[src/spc_pkg.sv]
package spc_pkg;

    // Register byte addresses, four apart, on the plain register port
    localparam logic [7:0] SPC_ADDR_STANDBY_PIN_CTRL = 8'h00;
    localparam logic [7:0] SPC_ADDR_SYS_CTRL  = 8'h04;
    localparam logic [7:0] SPC_ADDR_CLK_CTRL  = 8'h08;
    localparam logic [7:0] SPC_ADDR_IRQ_EN    = 8'h0C;
    localparam logic [7:0] SPC_ADDR_CLK_DIR   = 8'h10;
    localparam logic [7:0] SPC_ADDR_STATUS    = 8'h14;

    // Field positions
    localparam int SPC_STANDBY_SELECT_BIT_BIT  = 7;
    localparam int SPC_WAIT_MSB  = 6;
    localparam int SPC_WAIT_LSB  = 4;
    localparam int SPC_OPE_BIT   = 3;
    localparam int SPC_NONMASKABLE_EDGE_SELECT_BIT = 2;
    localparam int SPC_RAM_ENABLE_BIT_BIT  = 0;
    localparam int SPC_CLOCK_OUT_STOP_BIT_BIT = 7;
    localparam int SPC_DIR_BIT   = 0;

    // Reset values
    localparam logic [7:0] SPC_STANDBY_PIN_CTRL_RST = 8'h00;
    localparam logic [7:0] SPC_SYS_CTRL_RST  = 8'h01;
    localparam logic [7:0] SPC_CLK_CTRL_RST  = 8'h00;
    localparam logic [7:0] SPC_IRQ_EN_RST    = 8'h00;
    localparam logic [7:0] SPC_CLK_DIR_RST   = 8'h00;
    localparam logic [7:0] SPC_ZERO_BYTE     = 8'h00;

    // Wake wait codes and state counts
    localparam logic [2:0] SPC_WAIT_RESERVED = 3'h6;
    localparam logic [2:0] SPC_WAIT_SHORT    = 3'h7;
    localparam int unsigned SPC_WAIT_8K   = 8192;
    localparam int unsigned SPC_WAIT_16K  = 16384;
    localparam int unsigned SPC_WAIT_32K  = 32768;
    localparam int unsigned SPC_WAIT_64K  = 65536;
    localparam int unsigned SPC_WAIT_128K = 131072;
    localparam int unsigned SPC_WAIT_256K = 262144;
    localparam int unsigned SPC_WAIT_16   = 16;
    localparam int          SPC_CNT_W     = 19;
    localparam int          SPC_IRQ_N     = 3;

    typedef enum logic [2:0] {
        SPC_RUN        = 3'b000,
        SPC_SW_STANDBY_PIN    = 3'b001,
        SPC_OSC_WAIT   = 3'b010,
        SPC_RESET_HOLD = 3'b011,
        SPC_HW_STANDBY_PIN    = 3'b100
    } spc_state_type;

    // External pins, all asynchronous to the system clock
    typedef struct packed {
        logic                 nmi;
        logic [SPC_IRQ_N-1:0] ext_irq_pins_n;
        logic                 reset_pin_n;
        logic                 standby_pin_n;
    } spc_pins_type;

    // Chip-wide power controls
    typedef struct packed {
        logic cpu_stop;
        logic periph_stop;
        logic osc_enable;
        logic clk_supply;
        logic serial_adc_reset;
        logic bus_float;
        logic bus_hold;
        logic all_reset;
        logic io_float;
    } spc_power_type;

endpackage

[src/spc_standby_power_control.sv]
// The strobed register port and the placing of the registers are this design's own decisions.
`timescale 1ns/10ps
`default_nettype none

// Operation
// - Sleep with standby select set enters software standby: CPU, peripherals, oscillator stop.
// - Software standby keeps CPU, RAM, ports, peripherals; serial and converter are reset.
// - Output hold bit chooses bus outputs float or hold their level in standby.
// - Only NMI, three IRQ pins, reset pin or standby pin end software standby.
// - Interrupt wake restarts oscillator, waits programmed time, supplies clocks, starts exception.
// - IRQ wakes only if enabled, not CPU-masked, not a transfer-controller source.
// - Reset pin low in standby supplies clocks at once; reset exception on release.
// - Standby pin low enters hardware standby from any mode.
// - Wait field selects 8192 to 262144 states, 110 reserved, 111 gives 16.
// - NMI edge select: 0 falling edge, 1 rising edge.
// - Hardware standby resets and stops everything, floats ports, keeps RAM.
// - Standby pin high with reset low enters reset, oscillates; reset held 8 ms.
// - Clock stop bit holds clock output high after the bus cycle; clear re-enables.
// - Clock pin direction bit 0 disables clock output; pin becomes input.
// - Clock pin floats in hardware standby or direction 0; high in software standby.
module spc_standby_power_control #(
    parameter int unsigned WAIT_CODE0 = spc_pkg::SPC_WAIT_8K,
    parameter int unsigned WAIT_CODE1 = spc_pkg::SPC_WAIT_16K,
    parameter int unsigned WAIT_CODE2 = spc_pkg::SPC_WAIT_32K,
    parameter int unsigned WAIT_CODE3 = spc_pkg::SPC_WAIT_64K,
    parameter int unsigned WAIT_CODE4 = spc_pkg::SPC_WAIT_128K,
    parameter int unsigned WAIT_CODE5 = spc_pkg::SPC_WAIT_256K,
    parameter int unsigned WAIT_CODE7 = spc_pkg::SPC_WAIT_16
) (
    input  wire logic                  clk_sys_i,
    input  wire logic                  rst_n_i,
    input  wire spc_pkg::spc_pins_type pins_i,
    input  wire logic                  sleep_exec_i,
    input  wire logic [2:0]            irq_cpu_masked_i,
    input  wire logic [2:0]            irq_xfer_source_i,
    input  wire logic                  bus_cycle_end_i,
    input  wire logic                  clk_phase_i,
    input  wire logic [7:0]            reg_addr_i,
    input  wire logic [7:0]            reg_wdata_i,
    input  wire logic                  reg_wr_i,
    input  wire logic                  reg_rd_i,
    output logic [7:0]                 reg_rdata_o,
    output spc_pkg::spc_power_type     power_o,
    output logic                       irq_exception_o,
    output logic                       reset_exception_o,
    output logic                       clk_pin_o,
    output logic                       clk_pin_oe_o,
    output spc_pkg::spc_state_type     state_o
);
    import spc_pkg::*;

    ////////////////////////////////////////////////////////////////////////
    // Reset release and pin synchronisers

    logic [1:0]   rst_sync_reg;
    logic         rst_n;
    spc_pins_type pin_meta_reg;
    spc_pins_type pin_sync_reg;
    spc_pins_type pin_prev_reg;
    localparam spc_pins_type PINS_IDLE = '1;

    assign rst_n     = rst_sync_reg[1];

    always_ff @(posedge clk_sys_i or negedge rst_n_i) begin
        if (!rst_n_i) begin
            rst_sync_reg <= 2'b00;
        end else begin
            rst_sync_reg <= {rst_sync_reg[0], 1'b1};
        end
    end

    always_ff @(posedge clk_sys_i or negedge rst_n) begin
        if (!rst_n) begin
            pin_meta_reg <= PINS_IDLE;
            pin_sync_reg <= PINS_IDLE;
            pin_prev_reg <= PINS_IDLE;
        end else begin
            pin_meta_reg <= pins_i;
            pin_sync_reg <= pin_meta_reg;
            pin_prev_reg <= pin_sync_reg;
        end
    end

    ////////////////////////////////////////////////////////////////////////
    // Wait count decode

    function automatic logic [SPC_CNT_W-1:0] wait_count(input logic [2:0] code);
        int unsigned n;
        unique case (code)
            3'h0:    n = WAIT_CODE0;
            3'h1:    n = WAIT_CODE1;
            3'h2:    n = WAIT_CODE2;
            3'h3:    n = WAIT_CODE3;
            3'h4:    n = WAIT_CODE4;
            3'h5:    n = WAIT_CODE5;
            3'h7:    n = WAIT_CODE7;
            default: n = WAIT_CODE0;   // Reserved code falls back to the first setting
        endcase
        return SPC_CNT_W'(n - 1);
    endfunction

    ////////////////////////////////////////////////////////////////////////
    // Registers and state

    spc_state_type        state_reg, state_next;
    logic [7:0]           standby_pin_ctrl_reg, standby_pin_ctrl_next;
    logic [7:0]           sys_ctrl_reg, sys_ctrl_next;
    logic [7:0]           clk_ctrl_reg, clk_ctrl_next;
    logic [7:0]           irq_en_reg, irq_en_next;
    logic [7:0]           clk_dir_reg, clk_dir_next;
    logic [7:0]           rdata_reg, rdata_next;
    logic [SPC_CNT_W-1:0] wait_cnt_reg, wait_cnt_next;
    logic                 stop_eff_reg, stop_eff_next;
    spc_power_type        power_reg, power_next;
    logic                 irq_exc_reg, irq_exc_next;
    logic                 rst_exc_reg, rst_exc_next;
    logic                 clk_pin_reg, clk_pin_next;
    logic                 clk_oe_reg, clk_oe_next;

    logic                 nmi_edge;
    logic [2:0]           irq_fall;
    logic                 irq_wake;
    logic                 res_low;
    logic                 standby_pin_low;
    logic                 regs_clear;
    logic                 sw_standby_pin;

    always_comb begin
        res_low  = !pin_sync_reg.reset_pin_n;
        standby_pin_low = !pin_sync_reg.standby_pin_n;
        nmi_edge = sys_ctrl_reg[SPC_NONMASKABLE_EDGE_SELECT_BIT]
                 ? (pin_sync_reg.nmi && !pin_prev_reg.nmi)
                 : (!pin_sync_reg.nmi && pin_prev_reg.nmi);
        irq_fall = pin_prev_reg.ext_irq_pins_n & ~pin_sync_reg.ext_irq_pins_n;
        irq_wake = |(irq_fall & irq_en_reg[2:0]
                 & ~irq_cpu_masked_i & ~irq_xfer_source_i);

        state_next    = state_reg;
        wait_cnt_next = wait_cnt_reg;
        irq_exc_next  = 1'b0;
        rst_exc_next  = 1'b0;
        unique case (state_reg)
            SPC_RUN: begin
                if (res_low) begin
                    state_next = SPC_RESET_HOLD;
                end else if (sleep_exec_i && standby_pin_ctrl_reg[SPC_STANDBY_SELECT_BIT_BIT]) begin
                    state_next = SPC_SW_STANDBY_PIN;
                end
            end
            SPC_SW_STANDBY_PIN: begin
                if (res_low) begin
                    state_next = SPC_RESET_HOLD;
                end else if (nmi_edge || irq_wake) begin
                    state_next    = SPC_OSC_WAIT;
                    wait_cnt_next = wait_count(standby_pin_ctrl_reg[SPC_WAIT_MSB:SPC_WAIT_LSB]);
                end
            end
            SPC_OSC_WAIT: begin
                if (res_low) begin
                    state_next = SPC_RESET_HOLD;
                end else if (wait_cnt_reg == '0) begin
                    state_next   = SPC_RUN;
                    irq_exc_next = 1'b1;
                end else begin
                    wait_cnt_next = wait_cnt_reg - 1'b1;
                end
            end
            SPC_RESET_HOLD: begin
                if (!res_low) begin
                    state_next   = SPC_RUN;
                    rst_exc_next = 1'b1;
                end
            end
            SPC_HW_STANDBY_PIN: begin
                if (!standby_pin_low && res_low) begin
                    state_next = SPC_RESET_HOLD;
                end
            end
            default: state_next = SPC_HW_STANDBY_PIN;
        endcase
        if (standby_pin_low) begin
            state_next   = SPC_HW_STANDBY_PIN;
            irq_exc_next = 1'b0;
            rst_exc_next = 1'b0;
        end
    end

    ////////////////////////////////////////////////////////////////////////
    // Register port

    always_comb begin
        regs_clear     = res_low || standby_pin_low;
        standby_pin_ctrl_next = standby_pin_ctrl_reg;
        sys_ctrl_next  = sys_ctrl_reg;
        clk_ctrl_next  = clk_ctrl_reg;
        irq_en_next    = irq_en_reg;
        clk_dir_next   = clk_dir_reg;
        rdata_next     = SPC_ZERO_BYTE;
        if (regs_clear) begin
            standby_pin_ctrl_next = SPC_STANDBY_PIN_CTRL_RST;
            sys_ctrl_next  = SPC_SYS_CTRL_RST;
            clk_ctrl_next  = SPC_CLK_CTRL_RST;
            irq_en_next    = SPC_IRQ_EN_RST;
            clk_dir_next   = SPC_CLK_DIR_RST;
        end else if (reg_wr_i) begin
            unique case (reg_addr_i)
                SPC_ADDR_STANDBY_PIN_CTRL: standby_pin_ctrl_next = {reg_wdata_i[7:3], 3'b000};
                SPC_ADDR_SYS_CTRL:  sys_ctrl_next  = {5'b00000, reg_wdata_i[2], 1'b0,
                                                      reg_wdata_i[0]};
                SPC_ADDR_CLK_CTRL:  clk_ctrl_next  = {reg_wdata_i[7], 7'b0000000};
                SPC_ADDR_IRQ_EN:    irq_en_next    = {5'b00000, reg_wdata_i[2:0]};
                SPC_ADDR_CLK_DIR:   clk_dir_next   = {7'b0000000, reg_wdata_i[0]};
                default: ;
            endcase
        end
        if (reg_rd_i) begin
            unique case (reg_addr_i)
                SPC_ADDR_STANDBY_PIN_CTRL: rdata_next = standby_pin_ctrl_reg;
                SPC_ADDR_SYS_CTRL:  rdata_next = sys_ctrl_reg;
                SPC_ADDR_CLK_CTRL:  rdata_next = clk_ctrl_reg;
                SPC_ADDR_IRQ_EN:    rdata_next = irq_en_reg;
                SPC_ADDR_CLK_DIR:   rdata_next = clk_dir_reg;
                SPC_ADDR_STATUS:    rdata_next = {5'b00000, state_reg};
                default:            rdata_next = SPC_ZERO_BYTE;
            endcase
        end
    end

    ////////////////////////////////////////////////////////////////////////
    // Power controls and clock pin

    always_comb begin
        sw_standby_pin       = (state_next == SPC_SW_STANDBY_PIN) || (state_next == SPC_OSC_WAIT);
        stop_eff_next = regs_clear ? 1'b0
                      : (bus_cycle_end_i ? clk_ctrl_reg[SPC_CLOCK_OUT_STOP_BIT_BIT] : stop_eff_reg);

        power_next.cpu_stop         = (state_next != SPC_RUN);
        power_next.periph_stop      = sw_standby_pin || (state_next == SPC_HW_STANDBY_PIN);
        power_next.osc_enable       = (state_next != SPC_SW_STANDBY_PIN)
                                   && (state_next != SPC_HW_STANDBY_PIN);
        power_next.clk_supply       = (state_next == SPC_RUN)
                                   || (state_next == SPC_RESET_HOLD);
        power_next.serial_adc_reset = sw_standby_pin;
        power_next.bus_float        = (sw_standby_pin && !standby_pin_ctrl_reg[SPC_OPE_BIT])
                                   || (state_next == SPC_HW_STANDBY_PIN);
        power_next.bus_hold         = sw_standby_pin && standby_pin_ctrl_reg[SPC_OPE_BIT];
        power_next.all_reset        = (state_next == SPC_HW_STANDBY_PIN)
                                   || (state_next == SPC_RESET_HOLD);
        power_next.io_float         = (state_next == SPC_HW_STANDBY_PIN);

        clk_oe_next  = clk_dir_reg[SPC_DIR_BIT] && (state_next != SPC_HW_STANDBY_PIN);
        clk_pin_next = sw_standby_pin || stop_eff_next || clk_phase_i;
    end

    always_ff @(posedge clk_sys_i or negedge rst_n) begin
        if (!rst_n) begin
            state_reg     <= SPC_RUN;
            standby_pin_ctrl_reg <= SPC_STANDBY_PIN_CTRL_RST;
            sys_ctrl_reg  <= SPC_SYS_CTRL_RST;
            clk_ctrl_reg  <= SPC_CLK_CTRL_RST;
            irq_en_reg    <= SPC_IRQ_EN_RST;
            clk_dir_reg   <= SPC_CLK_DIR_RST;
            rdata_reg     <= SPC_ZERO_BYTE;
            wait_cnt_reg  <= '0;
            stop_eff_reg  <= 1'b0;
            power_reg     <= '0;
            irq_exc_reg   <= 1'b0;
            rst_exc_reg   <= 1'b0;
            clk_pin_reg   <= 1'b1;
            clk_oe_reg    <= 1'b0;
        end else begin
            state_reg     <= state_next;
            standby_pin_ctrl_reg <= standby_pin_ctrl_next;
            sys_ctrl_reg  <= sys_ctrl_next;
            clk_ctrl_reg  <= clk_ctrl_next;
            irq_en_reg    <= irq_en_next;
            clk_dir_reg   <= clk_dir_next;
            rdata_reg     <= rdata_next;
            wait_cnt_reg  <= wait_cnt_next;
            stop_eff_reg  <= stop_eff_next;
            power_reg     <= power_next;
            irq_exc_reg   <= irq_exc_next;
            rst_exc_reg   <= rst_exc_next;
            clk_pin_reg   <= clk_pin_next;
            clk_oe_reg    <= clk_oe_next;
        end
    end

    assign reg_rdata_o       = rdata_reg;
    assign power_o           = power_reg;
    assign irq_exception_o   = irq_exc_reg;
    assign reset_exception_o = rst_exc_reg;
    assign clk_pin_o         = clk_pin_reg;
    assign clk_pin_oe_o      = clk_oe_reg;
    assign state_o           = state_reg;

endmodule

`default_nettype wire

[config.mk]
export PLATFORM = sky130hd
export DESIGN_NAME = spc_standby_power_control
export DESIGN_NICKNAME = d
export VERILOG_FILES = /design/src/spc_pkg.sv /design/src/spc_standby_power_control.sv
export SDC_FILE = /design/constraint.sdc
export NUM_CORES = 1
export LEC_CHECK = 0
export BUFFER_PORTS_ARGS = -buffer_cell sky130_fd_sc_hd__clkbuf_2
export CORE_ASPECT_RATIO = 2
export CORE_UTILIZATION = 56
export CTS_CLUSTER_DIAMETER = 40
export DETAILED_ROUTE_END_ITERATION = 6
export GPL_TIMING_DRIVEN = 0
export PLACE_DENSITY = 0.79
export SYNTH_ARGS = -nofsm -noshare
export SYNTH_HDL_FRONTEND = slang
export SYNTH_SLANG_ARGS = --single-unit
export TNS_END_PERCENT = 1
[constraint.sdc]
create_clock -name clk_sys_i -period 3.4 [get_ports clk_sys_i]
set_input_delay 0.17 -clock clk_sys_i [delete_from_list [all_inputs] [get_ports clk_sys_i]]
set_output_delay 0.17 -clock clk_sys_i [all_outputs]
set_load 0.05 [all_outputs]
Yosys cells after proc, flatten, opt, wreduce, memory -nomap -nowiden. Cells that the tools add are included.

Register bits after elaboration: 102. Bits of input ports: 35.

Add/subtract/negate cells: 2. Reductions and logical operators: 41. Multiplexer cells: 46. Bitwise operators: 7. Equal/unequal tests: 25.

Operators with widths (number): $mux W19 (7); $mux W8 (16); $pmux W19 S6 (1); $pmux W8 S6 (1); $pmux W19 S2 (1); $sub A19 B1 Y19 const B (2); $mux W3 (9); $logic_not A19 Y1 (1); $eq A3 B2 Y1 const B (6); $eq A8 B4 Y1 const B (2); $eq A8 B5 Y1 const B (2); $eq A3 B3 Y1 const B (5); $pmux W3 S5 (1); $reduce_bool A2 Y1 (7); $and A3 B3 Y3 (4); $mux W1 (10); $reduce_and A2 Y1 (5); $eq A3 B1 Y1 const B (3); $logic_or A1 B1 Y1 (9); $not A3 Y3 (3); $eq A8 B3 Y1 const B (1); $logic_and A1 B1 Y1 (8); $logic_not A8 Y1 (1); $ne A2 B2 Y1 const B (4); other kinds (7) (12).

Logic depth before layout (Yosys ltp).
Depth in word-level cells: 15. Gate-level depth with buffers: 10. Depth with buffers taken out: 8.

Worst setup path after synthesis. OpenSTA, ideal clock, no wires.

Path type: flip-flop to flip-flop. Start: register state_reg[0] (netlist: state_o[0]). End: register wait_cnt_reg[16]. Clock period less this slack: 2.725 ns. Cell stages (with the launch flop): 11. Arrival time: 2.589 ns. Required time: 3.265 ns. Slack: 0.675 ns. Cells stage by stage: dfrtp_1 > clkbuf_1 > nor3b_1 > clkbuf_1 > nand2_1 > ha_1 > o21ai_0 > a21oi_1 > nor2b_1 > o31ai_1 > o21ai_0.

Word-level cells in the longest chain between the ends: 3. Elaborated cells on any way between the ends: 9. Classes of those cells: 6 x eq/ne; 1 x mux; 2 x reduce/logical.

Ends and longest elaborated chain: start: declaration (line spc_standby_power_control.sv:105) `spc_state_type state_reg, state_next;`; start signal: assignment (line spc_standby_power_control.sv:272) `state_reg <= state_next;`; $eq A3 B2 Y1 or $eq A3 B1 Y1 (tied branches) (line spc_standby_power_control.sv:142) `unique case (state_reg)`; $ne A2 B2 Y1 (no line) or $reduce_bool A2 Y1 (tied branches); $reduce_and A5 Y1 (no line); end signal: assignment (line spc_standby_power_control.sv:279) `wait_cnt_reg <= wait_cnt_next;`; end: declaration (line spc_standby_power_control.sv:112) `logic [SPC_CNT_W-1:0] wait_cnt_reg, wait_cnt_next;`.

Parallel ways exist; a longest one is shown, timed or not. A chain may end at the register's enable or synchronous reset.

Worst setup path after layout. Ends and elaborated chain as after synthesis.

==> results.txt <==
The commonest cells after synthesis are 56 x sky130_fd_sc_hd__dfrtp_1, 37 x sky130_fd_sc_hd__nor2_1, 36 x sky130_fd_sc_hd__nand2_1. The critical path capture point type is a flip-flop. The proportion of layout cells with a drive suffix above 1 is 23.3%. The count of buffers inserted at the top-level ports came out at 56. The worst setup path is of the reg -> reg kind. The detailed placement HPWL came out at 5.76 mm.

Sorting the synthesized cells by area gives the leading types as sky130_fd_sc_hd__dfrtp_1 40%, sky130_fd_sc_hd__dfstp_2 13%, sky130_fd_sc_hd__mux2i_1 6.0%. Detailed routing inserted a total of 3008 vias. The first-pass iteration count of the detailed router is 4. The DRC marker count from the first detailed-route iteration came out at 104.

The worst hold slack is 0.0241 ns. In this run the cell area measured after placement is 3920 um^2. The slew at the pin closest to its max-slew limit came out at 0.909 ns. The share of total power in the clock network is 38.0%.

In the global route stage, overall resource usage came out at 26.8%. The average wire per standard cell is 15.5 um. For met2 alone, demand over resource in global routing was 48.0%. The share of the clock period used by the worst path is 89.9%. Walking the worst path, the cells encountered are clkbuf_1 > nor3b_1 > clkbuf_1 > nand2_1 > ha_1 > o21ai_0 > a21oi_1 > nor2b_1 > o31ai_1 > o21ai_0. The leakage power of the design came out at 1.82 nW. The total length of routed wires came out at 8.10 mm. The final max-slew violation count is 0. The die extent in x is 58.1 um.

The I/O pin count is 59. The tightest min-delay check is of the in -> reg type. The starting utilization of the core area is 58.2%. Of all cell types, the one taking the most synthesized area is sky130_fd_sc_hd__dfrtp_1. The cell family contributing the most delay on the critical path is simple AND/OR/NAND/NOR gates. The final layout contains 469 nets. For met1 alone, demand over resource in global routing was 27.6%. The achievable clock frequency came out at 327 MHz. The initial antenna violation count came to 0.

The first global-routing pass estimated 13.4 mm of wire. The relative slew slack is 38.9%. The sequential power share came out at 47.1%.

The slowest stage of the critical path belongs to the cell sky130_fd_sc_hd__nor3b_1. The final setup skew is 0.00691 ns. The maximum number of pins on one net before global-route repair came out at 73. The die covers 6640 um^2. The depth of the most critical reg-to-reg path came out at 10.

After filler insertion, the fill cell instance count of the layout stands at 448. The proportion of synthesized chip area in sequential cells came out at 53.1%. The combined area of the multi-input logic cells came out at 1560 um^2. The clock insertion delay at the later pin of the skew report is 0.34 ns. The total count of hold-check failures in the final report came out at 0.

For this design, the sink count on the clock tree is 74. The register area is 1880 um^2. Setup repair after global routing left no endpoint under its margin.

Yosys printed 0 warnings. For this run, the slowest stage of the critical path takes 0.66 ns. The worst-case IR drop observed on VDD is 0.504 mV. The number of H-tree levels is 3. The number of antenna repair diodes is 0. The share of total power dissipated in combinational logic is 14.9%.

The layer flagged by global routing as most heavily used is met2. The number of flops mapped to enable cells by yosys came out at 0. At the worst endpoint, the required time is 3.59 ns. The core region is 6060 um^2. The switching share of power came out at 30.0%. The cell area after synthesis is 3530 um^2. Setup violations remaining at the end of the flow were counted as 0. The number of buffers and inverters on the critical path is 2.

TritonCTS built the clock tree. The maximum fanout along the worst path is 10. Counting buffers and inverters, the worst setup path is 10 cells deep.

The via count of the first global-routing pass came out at 3052. The register bit count reported by yosys is 74. The count of nets left with antenna violations once routing finished came out at 0. Counting along the longest clock path gives a buffer depth of 2.

The post-synthesis area per instance came out at 9.82 um^2. The number of nets handed over by synthesis was 395. The worst setup path is launched from a flip-flop. The number of post-CTS setup repair buffers is 0. The most numerous cell in the Yosys netlist is sky130_fd_sc_hd__dfrtp_1.

The number of max-cap violations is 0. The time the final worst path needs with I/O delays and setup is 3.06 ns. The proportion of synthesized flip-flops having asynchronous set or reset is 100%. The internal portion of total power is 1.71 mW. The final weighted congestion in routability-driven placement is 0.884. The post-synthesis to final-layout area growth came out at 21.3%. The number of buffers created by CTS is 9. The top-area cell type share of the netlist area is 39.7%.

In the routed design, unresolved DRC markers number 0. The overflow left after global routing came out at 0. The register with the most flip-flops in the layout has 19 of them.

The switching component of the power is 0.734 mW. The dominant register cell in the synthesized netlist is sky130_fd_sc_hd__dfrtp_1. In this run the clock root is driven by a sky130_fd_sc_hd__clkbuf_16. The unique cell type count in the Yosys netlist came out at 50. The number of cells produced by synthesis is 359. The total power divided by cell area is 572 nW/um^2. The total negative setup slack is 0 ns. Clock-pin slew was measured on the worst setup and hold paths at 0.06 ns. The number of rows created at floorplan is 40. The global-route met3 utilization is 4.97%. The via count normalized by instance count came out at 5.76. The run finished with clean final reports. The final non-filler cell area is 4280 um^2.

The height of the chip is 114 um. The depth of the worst hold-timing path is 2. STA puts the critical path data arrival time at 3.25 ns.
==> cell families (layout without fill, tap and decap cells) <==
group,count (synthesis),in the layout,share of synthesized area [%]
xor gates and xnor gates,4,4,0.993
AOI/OAI and AO/OA,80,80,14.3
DFF,74,74,53.1
buffers and inverters,26,105,2.77
other,1,1,0.106
muxes,22,22,6.35
adders and majority gates,1,1,0.355
and+or+nand+nor,151,151,22.0
==> layer usage <==
layer	wire length [um]	vias to the layer above	part of all wire (%)
met3	306	26	3.8
met2	4400	107	54
met1	3090	1427	38
met5	0	-	0
li1	-	1448	-
met4	302	0	3.7
==> final cells by class <==
class                      count  area share [%]
buffer                        20            1.75
clock buffer                   9            5.26
clock inverter                 7            1.55
inverter                       6           0.526
multi-input combinational    259            36.4
sequential                    74            43.9
tap                           84            2.46
timing repair buffer          63            8.19
==> cells in the final DEF, fill, tap and decap left out, types with 7 or more instances in the layout <==
cell,netlist,final
sky130_fd_sc_hd__clkbuf_2,0,56
sky130_fd_sc_hd__dfrtp_1,56,55
sky130_fd_sc_hd__nor2_1,37,37
sky130_fd_sc_hd__nand2_1,36,36
sky130_fd_sc_hd__o21ai_0,24,24
sky130_fd_sc_hd__a21oi_1,23,23
sky130_fd_sc_hd__mux2i_1,21,21
sky130_fd_sc_hd__clkbuf_1,20,20
sky130_fd_sc_hd__dfstp_2,18,18
sky130_fd_sc_hd__nor3_1,13,13
sky130_fd_sc_hd__nand3_1,11,11
sky130_fd_sc_hd__clkbuf_16,0,9
sky130_fd_sc_hd__nor4_1,8,8
sky130_fd_sc_hd__dlygate4sd3_1,0,7
==> through the flow <==
stage          util, %  total power, mW  setup slack [ns]  std cells
6_report          70.6             2.45             0.343        522
5_1_grt           70.6             2.54            0.0561        522
4_1_cts           70.6             2.45             0.361        522
3_5_place_dp      64.7             1.52             0.355        499
3_3_place_gp      64.6             1.50             0.390        499
2_1_floorplan        -             1.39             0.675        359
==> power by group through the flow <==
stage	Clock [mW]	Sequential [mW]	Combinational, mW
2_1_floorplan	0	1.17	0.216
6_report	0.929	1.15	0.366
3_5_place_dp	0	1.16	0.357
4_1_cts	0.940	1.15	0.365
5_1_grt	0.972	1.17	0.400
3_3_place_gp	0	1.16	0.348
==> final timing paths <==
path | from | endpoint | slack (ns)
setup / recovery | state_o[0] | wait_cnt_reg[16] | 0.34
hold / removal | clk_phase_i | clk_pin_o | 0.02
setup reg to reg | state_o[0] | wait_cnt_reg[16] | 0.34
hold reg to reg | pin_meta_reg[1] | pin_sync_reg[1] | 0.35
max in group asynchronous | rst_sync_reg[1] | wait_cnt_reg[14] | 2.35
min in group asynchronous | rst_n_i | rst_sync_reg[0] | 0.15
==> what timing repair did <==
action | CTS | global route
hold buffers | 7 | 0
hold endpoints to repair | 8 | 0
gates resized for setup | 0 | 0
Power figures use the tool's default switching activity.
